**src/pkg/fe_seq_cfg.svh**
```systemverilog
// Register offsets, field positions, command layout, queue size and reset values for the front-end sequencer
`ifndef FE_SEQ_CFG_SVH
`define FE_SEQ_CFG_SVH

// Base of the front-end map, upper 24 address bits
`define FE_BASE_HI 24'h400800

// Word indexes (address bits 7:2)
`define IDX_CTRL 6'h00
`define IDX_PUSH 6'h01
`define IDX_TIMEOUT 6'h02
`define IDX_STATUS 6'h03
`define IDX_FLAGS 6'h04
`define IDX_MASK 6'h05
`define IDX_RES0 6'h06
`define IDX_CFG 6'h0B
`define NUM_RES 5

// Control fields
`define CTRL_RUN 0
`define CTRL_PAUSE 1

// Flag and mask fields
`define FLG_COMPLETE 0
`define FLG_TDONE 1
`define FLG_TFAULT 2
`define FLG_QOVF 3
`define FLG_W 4

// Command layout
`define CMD_MSB 31
`define CMD_TMR_SEL 30
`define CMD_ADDR_HI 30
`define CMD_ADDR_LO 25
`define CMD_DATA_W 25
`define CMD_TIME_W 30

// Command queue
`define QUEUE_DEPTH 8
`define QUEUE_AW 3

// Bus responses
`define RESP_OKAY 2'h0
`define RESP_ERROR 2'h1

// Reset values
`define CFG_RESET 25'h0000000
`define MASK_RESET 4'h0

`endif

```
**src/pkg/fe_seq_pkg.sv**
```systemverilog
// Types shared by the front-end sequencer
package fe_seq_pkg;
	typedef enum logic [1:0] {
		SEQ_IDLE,
		SEQ_FETCH,
		SEQ_WAIT
	} seq_state_e;
endpackage

```
**src/hw/frontend_sequencer_reg_access.sv**
```systemverilog
// Register access front end and command sequencer of the measurement front end
//
// The address-and-strobe port and the register offsets were left to the implementer.
`timescale 1ns/1ps
`include "fe_seq_cfg.svh"

module frontend_sequencer_reg_access (
	// Clock, reset, enable
	input wire logic CLOCK,
	input wire logic RST,
	input wire logic CE,
	// Front-end clock tick, one cycle per front-end period
	input wire logic FE_TICK,
	// Register port
	input wire logic [31:0] ADDR,
	input wire logic [31:0] WDATA,
	input wire logic WR,
	input wire logic RD,
	output logic [31:0] RDATA,
	output logic [1:0] RESP,
	// Result loads from the measurement blocks
	input wire logic [`NUM_RES-1:0] RES_LOAD,
	input wire logic [`CMD_DATA_W-1:0] RES_DATA,
	// Configuration driven to the analog side
	output logic [`CMD_DATA_W-1:0] CFG_OUT,
	// Interrupt, DMA requests, clock gate
	output logic IRQ,
	output logic CMD_DMA_REQ,
	output logic RES_DMA_REQ,
	output logic SEQ_CLK_EN
);
	logic run_q;
	logic pause_q;
	logic [`FLG_W-1:0] flags_q;
	logic [`FLG_W-1:0] mask_q;
	logic [`CMD_DATA_W-1:0] cfg_q;
	logic [`CMD_DATA_W-1:0] res_q [`NUM_RES];
	logic [31:0] queue_q [`QUEUE_DEPTH];
	logic [`QUEUE_AW-1:0] wr_ptr_q;
	logic [`QUEUE_AW-1:0] rd_ptr_q;
	logic [`QUEUE_AW:0] count_q;
	logic [`CMD_TIME_W-1:0] wait_q;
	logic [`CMD_TIME_W-1:0] tout_q;
	logic [31:0] rdata_q;
	logic [1:0] resp_q;
	logic res_dma_q;
	fe_seq_pkg::seq_state_e state_q;

	// Host decode
	logic host_hit;
	logic [5:0] hidx;
	logic known;
	logic read_only;
	logic exempt;
	logic is_result;
	logic host_ok;
	logic host_err;

	assign host_hit = (ADDR[31:8] == `FE_BASE_HI);
	assign hidx = ADDR[7:2];

	function automatic logic idx_known(input logic [5:0] i);
		idx_known = (i <= `IDX_MASK) || (i == `IDX_CFG) ||
			(i >= `IDX_RES0 && i < `IDX_RES0 + 6'(`NUM_RES));
	endfunction

	function automatic logic idx_ro(input logic [5:0] i);
		idx_ro = (i == `IDX_TIMEOUT) || (i == `IDX_STATUS);
	endfunction

	assign known = host_hit && idx_known(hidx);
	assign read_only = idx_ro(hidx);
	assign exempt = (hidx == `IDX_PUSH) || (hidx == `IDX_CTRL) || (hidx == `IDX_FLAGS) || (hidx == `IDX_MASK);
	assign is_result = (hidx >= `IDX_RES0) && (hidx < `IDX_RES0 + 6'(`NUM_RES));

	// Blocked writes, read-only writes and result writes while running all error
	assign host_ok = WR && known && !read_only && (!run_q || exempt);
	assign host_err = WR && !host_ok;

	// Sequencer decode
	logic pop;
	logic [31:0] cmd;
	logic seq_we;
	logic [5:0] sidx;
	logic [`CMD_DATA_W-1:0] sdata;
	logic seq_ok;
	logic tick;

	assign tick = FE_TICK && !pause_q;
	assign cmd = queue_q[rd_ptr_q];
	assign pop = (state_q == fe_seq_pkg::SEQ_FETCH) && run_q && tick && (count_q != '0);
	assign seq_we = pop && cmd[`CMD_MSB];
	assign sidx = cmd[`CMD_ADDR_HI:`CMD_ADDR_LO];
	assign sdata = cmd[`CMD_DATA_W-1:0];
	// Read-only, push and flag targets are dropped with no error
	assign seq_ok = seq_we && idx_known(sidx) && !idx_ro(sidx) &&
		(sidx != `IDX_PUSH) && (sidx != `IDX_FLAGS);

	logic host_wr_ctrl;
	logic seq_wr_ctrl;
	logic host_stop;
	logic seq_stop;

	assign host_wr_ctrl = host_ok && (hidx == `IDX_CTRL);
	assign seq_wr_ctrl = seq_ok && (sidx == `IDX_CTRL);
	assign host_stop = host_wr_ctrl && !WDATA[`CTRL_RUN];
	assign seq_stop = seq_wr_ctrl && !sdata[`CTRL_RUN];

	// Control register; only the host can start the sequencer
	always_ff @(posedge CLOCK)
	begin
		if (RST)
		begin
			run_q <= 1'b0;
			pause_q <= 1'b0;
		end
		else if (CE)
		begin
			if (host_wr_ctrl)
			begin
				run_q <= WDATA[`CTRL_RUN];
				pause_q <= WDATA[`CTRL_PAUSE];
			end
			else if (seq_wr_ctrl)
			begin
				run_q <= run_q && sdata[`CTRL_RUN];
				pause_q <= sdata[`CTRL_PAUSE];
			end
		end
	end

	// Command queue
	logic push;
	logic qfull;

	assign qfull = (count_q == 4'(`QUEUE_DEPTH));
	assign push = host_ok && (hidx == `IDX_PUSH) && !qfull;

	always_ff @(posedge CLOCK)
	begin
		if (CE && push)
		begin
			queue_q[wr_ptr_q] <= WDATA;
		end
	end

	always_ff @(posedge CLOCK)
	begin
		if (RST)
		begin
			wr_ptr_q <= '0;
			rd_ptr_q <= '0;
			count_q <= '0;
		end
		else if (CE)
		begin
			if (push)
			begin
				wr_ptr_q <= wr_ptr_q + 1'b1;
			end
			if (pop)
			begin
				rd_ptr_q <= rd_ptr_q + 1'b1;
			end
			if (push && !pop)
			begin
				count_q <= count_q + 1'b1;
			end
			else if (pop && !push)
			begin
				count_q <= count_q - 1'b1;
			end
		end
	end

	// Sequencer state and wait counter
	always_ff @(posedge CLOCK)
	begin
		if (RST)
		begin
			state_q <= fe_seq_pkg::SEQ_IDLE;
			wait_q <= '0;
		end
		else if (CE)
		begin
			if (host_stop || !run_q)
			begin
				state_q <= run_q && !host_stop ? fe_seq_pkg::SEQ_FETCH : fe_seq_pkg::SEQ_IDLE;
				wait_q <= '0;
			end
			else
			begin
				case (state_q)
					fe_seq_pkg::SEQ_IDLE:
					begin
						state_q <= fe_seq_pkg::SEQ_FETCH;
					end
					fe_seq_pkg::SEQ_FETCH:
					begin
						if (seq_stop)
						begin
							state_q <= fe_seq_pkg::SEQ_IDLE;
						end
						else if (pop && !cmd[`CMD_MSB] && !cmd[`CMD_TMR_SEL] &&
							cmd[`CMD_TIME_W-1:0] != '0)
						begin
							wait_q <= cmd[`CMD_TIME_W-1:0];
							state_q <= fe_seq_pkg::SEQ_WAIT;
						end
					end
					fe_seq_pkg::SEQ_WAIT:
					begin
						if (tick)
						begin
							wait_q <= wait_q - 1'b1;
							if (wait_q == 30'h00000001)
							begin
								state_q <= fe_seq_pkg::SEQ_FETCH;
							end
						end
					end
					default:
					begin
						state_q <= fe_seq_pkg::SEQ_IDLE;
					end
				endcase
			end
		end
	end

	// Timeout counter, reset only by a host stop
	logic tout_load;
	logic tout_expire;

	assign tout_load = pop && !cmd[`CMD_MSB] && cmd[`CMD_TMR_SEL];
	assign tout_expire = tick && (tout_q == 30'h00000001) && !tout_load && !host_stop;

	always_ff @(posedge CLOCK)
	begin
		if (RST)
		begin
			tout_q <= '0;
		end
		else if (CE)
		begin
			if (host_stop)
			begin
				tout_q <= '0;
			end
			else if (tout_load)
			begin
				tout_q <= cmd[`CMD_TIME_W-1:0];
			end
			else if (tick && tout_q != '0)
			begin
				tout_q <= tout_q - 1'b1;
			end
		end
	end

	// Interrupt flags, write one to clear, set wins
	logic [`FLG_W-1:0] flag_set;
	logic [`FLG_W-1:0] flag_clr;

	always_comb
	begin
		flag_set = '0;
		flag_set[`FLG_COMPLETE] = seq_stop && run_q;
		flag_set[`FLG_TDONE] = tout_expire;
		flag_set[`FLG_TFAULT] = tout_expire && !flags_q[`FLG_COMPLETE] && !flag_set[`FLG_COMPLETE];
		flag_set[`FLG_QOVF] = host_ok && (hidx == `IDX_PUSH) && qfull;
	end

	assign flag_clr = (host_ok && hidx == `IDX_FLAGS) ? WDATA[`FLG_W-1:0] : '0;

	always_ff @(posedge CLOCK)
	begin
		if (RST)
		begin
			flags_q <= '0;
		end
		else if (CE)
		begin
			flags_q <= (flags_q & ~flag_clr) | flag_set;
		end
	end

	// Mask and configuration registers, host takes priority
	always_ff @(posedge CLOCK)
	begin
		if (RST)
		begin
			mask_q <= `MASK_RESET;
			cfg_q <= `CFG_RESET;
		end
		else if (CE)
		begin
			if (host_ok && hidx == `IDX_MASK)
			begin
				mask_q <= WDATA[`FLG_W-1:0];
			end
			else if (seq_ok && sidx == `IDX_MASK)
			begin
				mask_q <= sdata[`FLG_W-1:0];
			end
			if (host_ok && hidx == `IDX_CFG)
			begin
				cfg_q <= WDATA[`CMD_DATA_W-1:0];
			end
			else if (seq_ok && sidx == `IDX_CFG)
			begin
				cfg_q <= sdata;
			end
		end
	end

	// Result registers, loaded by the measurement blocks or written
	genvar gi;
	generate
		for (gi = 0; gi < `NUM_RES; gi++)
		begin : g_res
			always_ff @(posedge CLOCK)
			begin
				if (RST)
				begin
					res_q[gi] <= '0;
				end
				else if (CE)
				begin
					if (RES_LOAD[gi])
					begin
						res_q[gi] <= RES_DATA;
					end
					else if (host_ok && hidx == `IDX_RES0 + 6'(gi))
					begin
						res_q[gi] <= WDATA[`CMD_DATA_W-1:0];
					end
					else if (seq_ok && sidx == `IDX_RES0 + 6'(gi))
					begin
						res_q[gi] <= sdata;
					end
				end
			end
		end
	endgenerate

	// Result DMA request: set on a load of result 0 only, cleared by reading result 0
	always_ff @(posedge CLOCK)
	begin
		if (RST)
		begin
			res_dma_q <= 1'b0;
		end
		else if (CE)
		begin
			if (RES_LOAD[0])
			begin
				res_dma_q <= 1'b1;
			end
			else if (RD && known && hidx == `IDX_RES0)
			begin
				res_dma_q <= 1'b0;
			end
		end
	end

	// Read mux
	logic [31:0] rmux;

	always_comb
	begin
		rmux = '0;
		if (known)
		begin
			if (hidx == `IDX_CTRL)
			begin
				rmux[`CTRL_RUN] = run_q;
				rmux[`CTRL_PAUSE] = pause_q;
			end
			else if (hidx == `IDX_TIMEOUT)
			begin
				rmux[`CMD_TIME_W-1:0] = tout_q;
			end
			else if (hidx == `IDX_STATUS)
			begin
				rmux[0] = (state_q == fe_seq_pkg::SEQ_WAIT);
				rmux[1] = (count_q == '0);
				rmux[2] = qfull;
				rmux[7:4] = count_q;
			end
			else if (hidx == `IDX_FLAGS)
			begin
				rmux[`FLG_W-1:0] = flags_q;
			end
			else if (hidx == `IDX_MASK)
			begin
				rmux[`FLG_W-1:0] = mask_q;
			end
			else if (hidx == `IDX_CFG)
			begin
				rmux[`CMD_DATA_W-1:0] = cfg_q;
			end
			else if (is_result)
			begin
				rmux[`CMD_DATA_W-1:0] = res_q[3'(hidx - `IDX_RES0)];
			end
		end
	end

	// Read data and response stand one cycle after the strobe
	always_ff @(posedge CLOCK)
	begin
		if (RST)
		begin
			rdata_q <= '0;
			resp_q <= `RESP_OKAY;
		end
		else if (CE)
		begin
			rdata_q <= RD ? rmux : '0;
			resp_q <= ((RD && !known) || host_err) ? `RESP_ERROR : `RESP_OKAY;
		end
	end

	assign RDATA = rdata_q;
	assign RESP = resp_q;
	assign CFG_OUT = cfg_q;
	assign IRQ = |(flags_q & mask_q);
	assign CMD_DMA_REQ = run_q && !qfull;
	assign RES_DMA_REQ = res_dma_q;
	assign SEQ_CLK_EN = run_q && !pause_q && (state_q != fe_seq_pkg::SEQ_IDLE);
endmodule

```
**config.mk**
```make
export PLATFORM = sky130hd
export DESIGN_NAME = frontend_sequencer_reg_access
export DESIGN_NICKNAME = d
export VERILOG_FILES = /design/src/pkg/fe_seq_pkg.sv /design/src/hw/frontend_sequencer_reg_access.sv
export VERILOG_INCLUDE_DIRS = /design/src /design/src/pkg
export SDC_FILE = /design/constraint.sdc
export NUM_CORES = 1
export LEC_CHECK = 0
export BUFFER_PORTS_ARGS = -buffer_cell sky130_fd_sc_hd__buf_2
export CAP_MARGIN = 20
export CORE_ASPECT_RATIO = 0.7
export CORE_UTILIZATION = 25
export CTS_CLUSTER_DIAMETER = 60
export DETAILED_ROUTE_END_ITERATION = 6
export PLACE_DENSITY = 0.48
export SLEW_MARGIN = 0
export SYNTH_ARGS = -nofsm -noshare
export SYNTH_HDL_FRONTEND = slang
export SYNTH_SLANG_ARGS = --single-unit
```
**constraint.sdc**
```tcl
create_clock -name CLOCK -period 14.55 [get_ports CLOCK]
set_clock_uncertainty 0.05 [all_clocks]
set_input_delay 0.7275 -clock CLOCK [delete_from_list [all_inputs] [get_ports CLOCK]]
set_output_delay 0.7275 -clock CLOCK [all_outputs]
set_load 0.02 [all_outputs]
```
==> results of run 1 <==
-- how the worst max path moves through the flow --
| stage | slack [ps] | endpoint | cells after the start | start |
|---|---|---|---|---|
| after floorplan | 9470 | queue_q[0][0] | 7 | ADDR[11] |
| after global placement | 9650 | queue_q[0][5] | 9 | ADDR[4] |
| after detailed placement | 9620 | res_q[4][13] | 7 | flop |
| after CTS | 9590 | wait_q[17] | 10 | flop |
| after global routing | 9340 | wait_q[17] | 10 | flop |
| final | 9640 | wait_q[15] | 10 | flop |
-- registers in the layout, summed over array words and instances, names as in the netlist, 4 cells and up, named ones only --
name / count
queue_q: 256
res_q: 125
RDATA: 30
tout_q: 30
wait_q: 30
CFG_OUT: 25
count_q: 4
flags_q: 4
mask_q: 4
-- where the power goes --
group	switching [uW]	internal [uW]	leakage (uW)
sequential	57.9	1660	0.00471
clock	628	721	0.000801
combinational	364	200	0.00423
total	1050	2580	0.00975
-- synthesized netlist by cell type, drive strengths merged (6+ instances only) --
cell	count	area share
or3	11	0.0028
ha	9	0.0046
dfxtp	142	0.12
nor4	23	0.0070
nor3b	6	0.0018
nand3	41	0.0083
edfxtp	381	0.46
nand2b	8	0.0020
and3	9	0.0023
clkbuf	96	0.016
o221ai	21	0.0075
mux4	71	0.069
a222oi	21	0.0085
buf	40	0.013
mux2i	126	0.052
nor3	44	0.0089
inv	30	0.0046
or4	8	0.0026
a221oi	6	0.0021
o21ai	181	0.037
nand2	151	0.023
xor2	18	0.0064
nor2b	13	0.0033
o22ai	32	0.0081
xnor2	16	0.0057
nor2	136	0.021
a21oi	94	0.019
o211ai	34	0.010
a31oi	15	0.0038
or2	7	0.0018
nand4	13	0.0033
a22oi	121	0.037
-- per-layer routing --
layer	part of all wire	GRT usage	vias up
li1	-	-	8202
met1	0.44	0.2610	9544
met2	0.43	0.2580	1045
met3	0.11	0.04600	172
met4	0.021	0.04274	12
met5	0.00088	0	-
-- layout make-up --
cell class                      count  area share
Antenna cell                        6   0.0005228
Clock buffer                       63     0.04823
Clock inverter                     34    0.009149
Inverter                           32    0.004182
Multi-Input combinational cell   1313      0.3364
Sequential cell                   523      0.4976
Tap cell                         1309     0.05703
Timing Repair Buffer              231     0.04696
-- layout by cell type, fill, tap and decap left out, types with 8 or more instances in the layout --
cell type,instances
a22oi_1,121
a222oi_1,21
dfxtp_1,139
o221ai_1,21
edfxtp_1,381
nor4_1,20
ha_1,9
inv_1,29
nand4_1,13
buf_2,157
nand3_1,40
mux4_2,46
nand2b_1,8
nor2b_1,13
clkbuf_1,9
clkbuf_16,54
mux4_1,25
xor2_1,18
and3_1,9
clkinv_1,15
o22ai_1,32
a21oi_1,94
nor2_1,129
or3_1,11
a31oi_1,14
nand2_1,149
clkinv_2,8
mux2i_1,120
o211ai_1,34
xnor2_1,15
nor3_1,38
buf_4,73
o21ai_0,176
-- cell families after synthesis --
| kind of cell | Yosys count | synth area share |
|---|---|---|
| compound gates | 569 | 0.1490 |
| flops | 523 | 0.5793 |
| simple gates | 495 | 0.09647 |
| mux | 202 | 0.1229 |
| buf+inv | 172 | 0.03466 |
| xor+xnor | 34 | 0.01208 |
| fa+ha+maj | 10 | 0.005379 |
| other cells | 1 | 0.0001521 |
-- stage by stage --
stage                     utilization  area (um^2)
after floorplan                     -        24660
after global placement         0.2791        27040
after detailed placement       0.2791        27040
after CTS                      0.2962        28690
after global routing           0.2963        28710
final                          0.2965        28720
==> impl_metrics.env, run 1 <==
export IMPL_clk_pin_slew_ps=60
export IMPL_timing_slew_headroom=0.2612
export IMPL_tightest_slew_ps=1104
export IMPL_nFillCells=9805
export IMPL_hold_end="queue_q[4][31]"
export IMPL_min_path_cells=1
export IMPL_cts_hold_buf=0
export IMPL_wl_per_cell_um=25.96
export IMPL_num_rows=95
export IMPL_end_kind="flop"
export IMPL_cp_max_fo=41
export IMPL_cts_buffer_depth=3
export IMPL_drive_above_1_share=0.1849
export IMPL_cp_top_family="compound AO/OA/AOI/OAI gates"
export IMPL_yosysSeqAreaShare=0.5793
export IMPL_grt_pass1_vias=18038
export IMPL_cts_buffers=54
export IMPL_status="finished with violations"
export IMPL_holdCritPathClass="in2reg"
export IMPL_synth_area_mm2=0.02465
export IMPL_io_pins=163
export IMPL_dieArea_mm2=0.09990
export IMPL_hp_start="WDATA[31]"
export IMPL_clockRootBuffer="clkbuf_16"
export IMPL_setup_tns_final_ps=0
export IMPL_place_ws_ps=9617
export IMPL_timing_fmax_mhz=203.5
export IMPL_drt_initial_drc_count=2447
export IMPL_final_nets=2265
export IMPL_die_w_um=377.3
export IMPL_final_antenna_net_count=0
export IMPL_cts_tree="built"
export IMPL_p_leak_uw=0.009745
export IMPL_grt_overflow=0
export IMPL_ir_worst_vdd_mv=0.08393
export IMPL_setup_violations=0
export IMPL_grt_max_degree=73
export IMPL_synth_warnings=0
export IMPL_core_mm2=0.09687
export IMPL_synth_edf_count=381
export IMPL_clock_latency_ps=640
export IMPL_via_per_inst=5.404
export IMPL_hold_viol_final=0
export IMPL_grt_antenna_before_repair=24
export IMPL_grt_pass1_wl_mm=129.8
export IMPL_totalWireLength_mm=91.13
export IMPL_required_ps=14940
export IMPL_cts_sinks=523
export IMPL_start_kind="flop"
export IMPL_ys_ff_latch=523
export IMPL_finalMaxSlewViolations=0
export IMPL_power_total_uw=3628
export IMPL_seqCellArea_mm2=0.01429
export IMPL_synth_flop_cell="edfxtp_1"
export IMPL_synth_async_reset_ratio=0
export IMPL_cts_setup_buffers=0
export IMPL_worstPathArrival_ps=5300
export IMPL_grt_usage=0.1778
export IMPL_syn_to_final_growth_pct=16.49
export IMPL_layout_cells_non_filler=3511
export IMPL_worst_hold_slack_ps=334.8
export IMPL_ctsResizeCount=0
export IMPL_r2r_end="wait_q[15]"
export IMPL_portBuffers=157
export IMPL_slowest_delay_ps=920
export IMPL_multi_input_area_mm2=0.009661
export IMPL_drv_cap=0
export IMPL_routed_via_count=18975
export IMPL_first_pass_iters=7
export IMPL_gp_congestion=0.8922
export IMPL_synth_area_per_cell_um2=12.29
export IMPL_die_height_um=264.7
export IMPL_syn_inst=2006
export IMPL_final_min_clock_period_ps=4914
export IMPL_worst_slack_ps=9636
export IMPL_drcViolationCount=2
export IMPL_initial_core_util=0.2545
export IMPL_r2r_slack_ps=9640
export IMPL_rsz0062_at_grt="false"
export IMPL_crit_slowest_cell="dfxtp_4"
export IMPL_crit_buf_inv=2
export IMPL_place_inst=3407
export IMPL_r2r_cells=10
export IMPL_power_density_mw_per_mm2=126.3
export IMPL_path_class="reg2reg"
export IMPL_hpwlAfterDp_mm=59.64
export IMPL_violations="DRC"
export IMPL_timing_final_crit_share=0.3377
export IMPL_path_cells="buf_4 -> mux4_1 -> mux2i_2 -> buf_4 -> nand4_1 -> nor4_2 -> nand4_1 -> o21a_4 -> o21ai_4 -> a221oi_1"
export IMPL_h_tree_depth=2
export IMPL_ys_types=85
Power figures use the tool's default switching activity.
==> inputs of run 2 (changes only) <==
- clock period: 14.55 -> 5.15 ns (I/O delays scaled with it)
==> impl_metrics.env, run 2 (synthesis gave the netlist of run 1 again) <==
export IMPL_status="finished with violations"
export IMPL_violations="DRC"
export IMPL_grt_pass1_wl_mm=132.3
export IMPL_cts_buffer_depth=3
export IMPL_placed_area_mm2=0.02724
export IMPL_drcViolationCount=3
export IMPL_cts_buffers=54
export IMPL_top_layer_used="met5"
export IMPL_power_total_uw=10910
export IMPL_portBuffers=157
export IMPL_wirelength_met1_mm=41.16
export IMPL_gp_congestion=0.9046
export IMPL_reg_largest_list="queue_q (256), res_q (125)"
export IMPL_layout_cells_non_filler=3573
export IMPL_hold_end="queue_q[3][11]"
export IMPL_grt_overflow=0
export IMPL_pwr_share_seq=0.444
export IMPL_crit_slowest_cell="dfxtp_4"
export IMPL_hold_viol_final=0
export IMPL_final_nets=2326
export IMPL_hp_start="WDATA[11]"
export IMPL_largest_reg_flops=256
export IMPL_nFillCells=9764
export IMPL_h_tree_depth=2
export IMPL_swShare=0.2757
export IMPL_totalWireLength_mm=92.49
export IMPL_clock_latency_ps=630
export IMPL_met3_length_mm=9.700
export IMPL_drv_cap=0
export IMPL_timing_fmax_mhz=230.3
export IMPL_design_area_mm2=0.02967
export IMPL_dieArea_mm2=0.09990
export IMPL_holdCritPathClass="in2reg"
export IMPL_timing_slew_headroom=0.2998
export IMPL_cts_sinks=523
export IMPL_drt_initial_drc_count=2357
export IMPL_wl_per_cell_um=25.89
export IMPL_syn_to_final_growth_pct=20.35
export IMPL_p_int_uw=7904
export IMPL_grt_antenna_before_repair=14
export IMPL_routed_via_count=19187
export IMPL_path_cells="buf_12 -> buf_4 -> mux4_2 -> mux2i_1 -> buf_4 -> nand4_1 -> nor4_2 -> nand4_1 -> o21a_4 -> o21ai_4 -> buf_12 -> mux2i_1"
export IMPL_setup_tns_final_ps=0
export IMPL_required_ps=5640
export IMPL_drive_above_1_share=0.1907
export IMPL_final_min_clock_period_ps=4343
export IMPL_regMostFlops="queue_q"
export IMPL_grt_max_degree=72
export IMPL_end_kind="flop"
export IMPL_timing_final_crit_share=0.8433
export IMPL_setup_violations=0
export IMPL_finalMaxSlewViolations=0
export IMPL_path_class="reg2reg"
export IMPL_start_kind="flop"
export IMPL_rsz0062_at_grt="false"
export IMPL_slowest_delay_ps=640
export IMPL_grt_pass1_vias=18648
export IMPL_initial_core_util=0.2545
export IMPL_tightest_slew_ps=1048
export IMPL_ir_worst_vdd_mv=0.2071
export IMPL_grt_usage=0.1812
export IMPL_final_antenna_net_count=0
export IMPL_die_w_um=377.3
export IMPL_first_pass_iters=7
export IMPL_num_rows=95
export IMPL_cp_max_fo=30
export IMPL_power_density_mw_per_mm2=367.8
export IMPL_min_path_cells=1
export IMPL_r2r_slack_ps=810
export IMPL_hpwlAfterDp_mm=62.06
export IMPL_p_comb_frac=0.152
export IMPL_clockRootBuffer="clkbuf_16"
export IMPL_die_height_um=264.7
export IMPL_clk_pin_slew_ps=60
export IMPL_r2r_cells=12
export IMPL_final_cell_mix="381 x edfxtp_1, 176 x o21ai_0, 157 x buf_2"
export IMPL_pwr_share_clk=0.404
export IMPL_netSwitchingPower_uw=3008
export IMPL_worstPathArrival_ps=4840
export IMPL_place_inst=3423
export IMPL_via_per_inst=5.370
export IMPL_io_pins=163
export IMPL_core_mm2=0.09687
export IMPL_final_common_cell="edfxtp_1"
export IMPL_cts_tree="built"
export IMPL_met2_length_mm=39.15
export IMPL_r2r_end="wait_q[7]"
export IMPL_p_leak_uw=0.01021
-- run 2: cell types whose count changed in the layout (fill, tap and decap cells not counted), sizes merged, moves of 3 or more --
cell and delta:
dlygate4sd3 +46, buf +15, bufinv +9, clkinv -4, clkinvlp -3
-- run 2: metal layers --
layer | global-route usage | vias up
li1 | - | 8324
met1 | 0.2577 | 9667
met2 | 0.2650 | 1029
met3 | 0.05249 | 153
met4 | 0.05164 | 14
met5 | 0 | -
-- run 2: how the worst max path moves through the flow --
stage | startpoint | end | cells past startpoint
after floorplan | ADDR[11] | queue_q[0][0] | 7
after global placement | ADDR[4] | queue_q[6][9] | 9
after detailed placement | ADDR[4] | queue_q[6][9] | 9
after CTS | flop | wait_q[7] | 12
after global routing | flop | wait_q[11] | 12
final | flop | wait_q[7] | 12
-- run 2: critical path: cells and delay by family (launching register included) --
kind                   cells  cell delay (ps)
buffers and inverters      4             1020
multiplexers               3              860
AO/OA/AOI/OAI              2              840
AND/OR/NAND/NOR            3              780
flip-flops                 1              640
-- run 2: final cells by class --
class | instances | area, um^2 | area share
antenna | 4 | 10.01 | 0.0003374
clock buffer | 65 | 1499 | 0.05052
clock inverter | 35 | 459.2 | 0.01548
inverter | 32 | 120.1 | 0.004048
multi-input combinational | 1313 | 9641 | 0.3249
sequential | 523 | 14290 | 0.4816
tap | 1309 | 1638 | 0.05520
timing repair buffer | 292 | 2014 | 0.06789
-- run 2: timing repair --
item,CTS,global route
endpoints found under the hold margin,253,0
gates resized for setup,0,0
hold buffers,46,0
buffers inserted,0,0
endpoints found under the setup margin,0,0
-- run 2: power groups by stage --
stage	Clock (uW)	Sequential [uW]	Combinational (uW)
2_1_floorplan	0	4870	1090
3_3_place_gp	0	4920	1560
3_5_place_dp	0	4930	1580
4_1_cts	4480	4840	1620
5_1_grt	4630	4870	1820
6_report	4410	4850	1660
-- run 2: per-stage QoR --
step | utilization | setup WS, ps | hold WS (ps)
after floorplan | - | 542.5 | 306.4
after global placement | 0.2812 | 864.8 | 400.4
after detailed placement | 0.2812 | 762.0 | 403.4
after CTS | 0.3062 | 775.9 | 1.496
after global routing | 0.3062 | 656.2 | 7.633
final | 0.3063 | 807.3 | 26.93
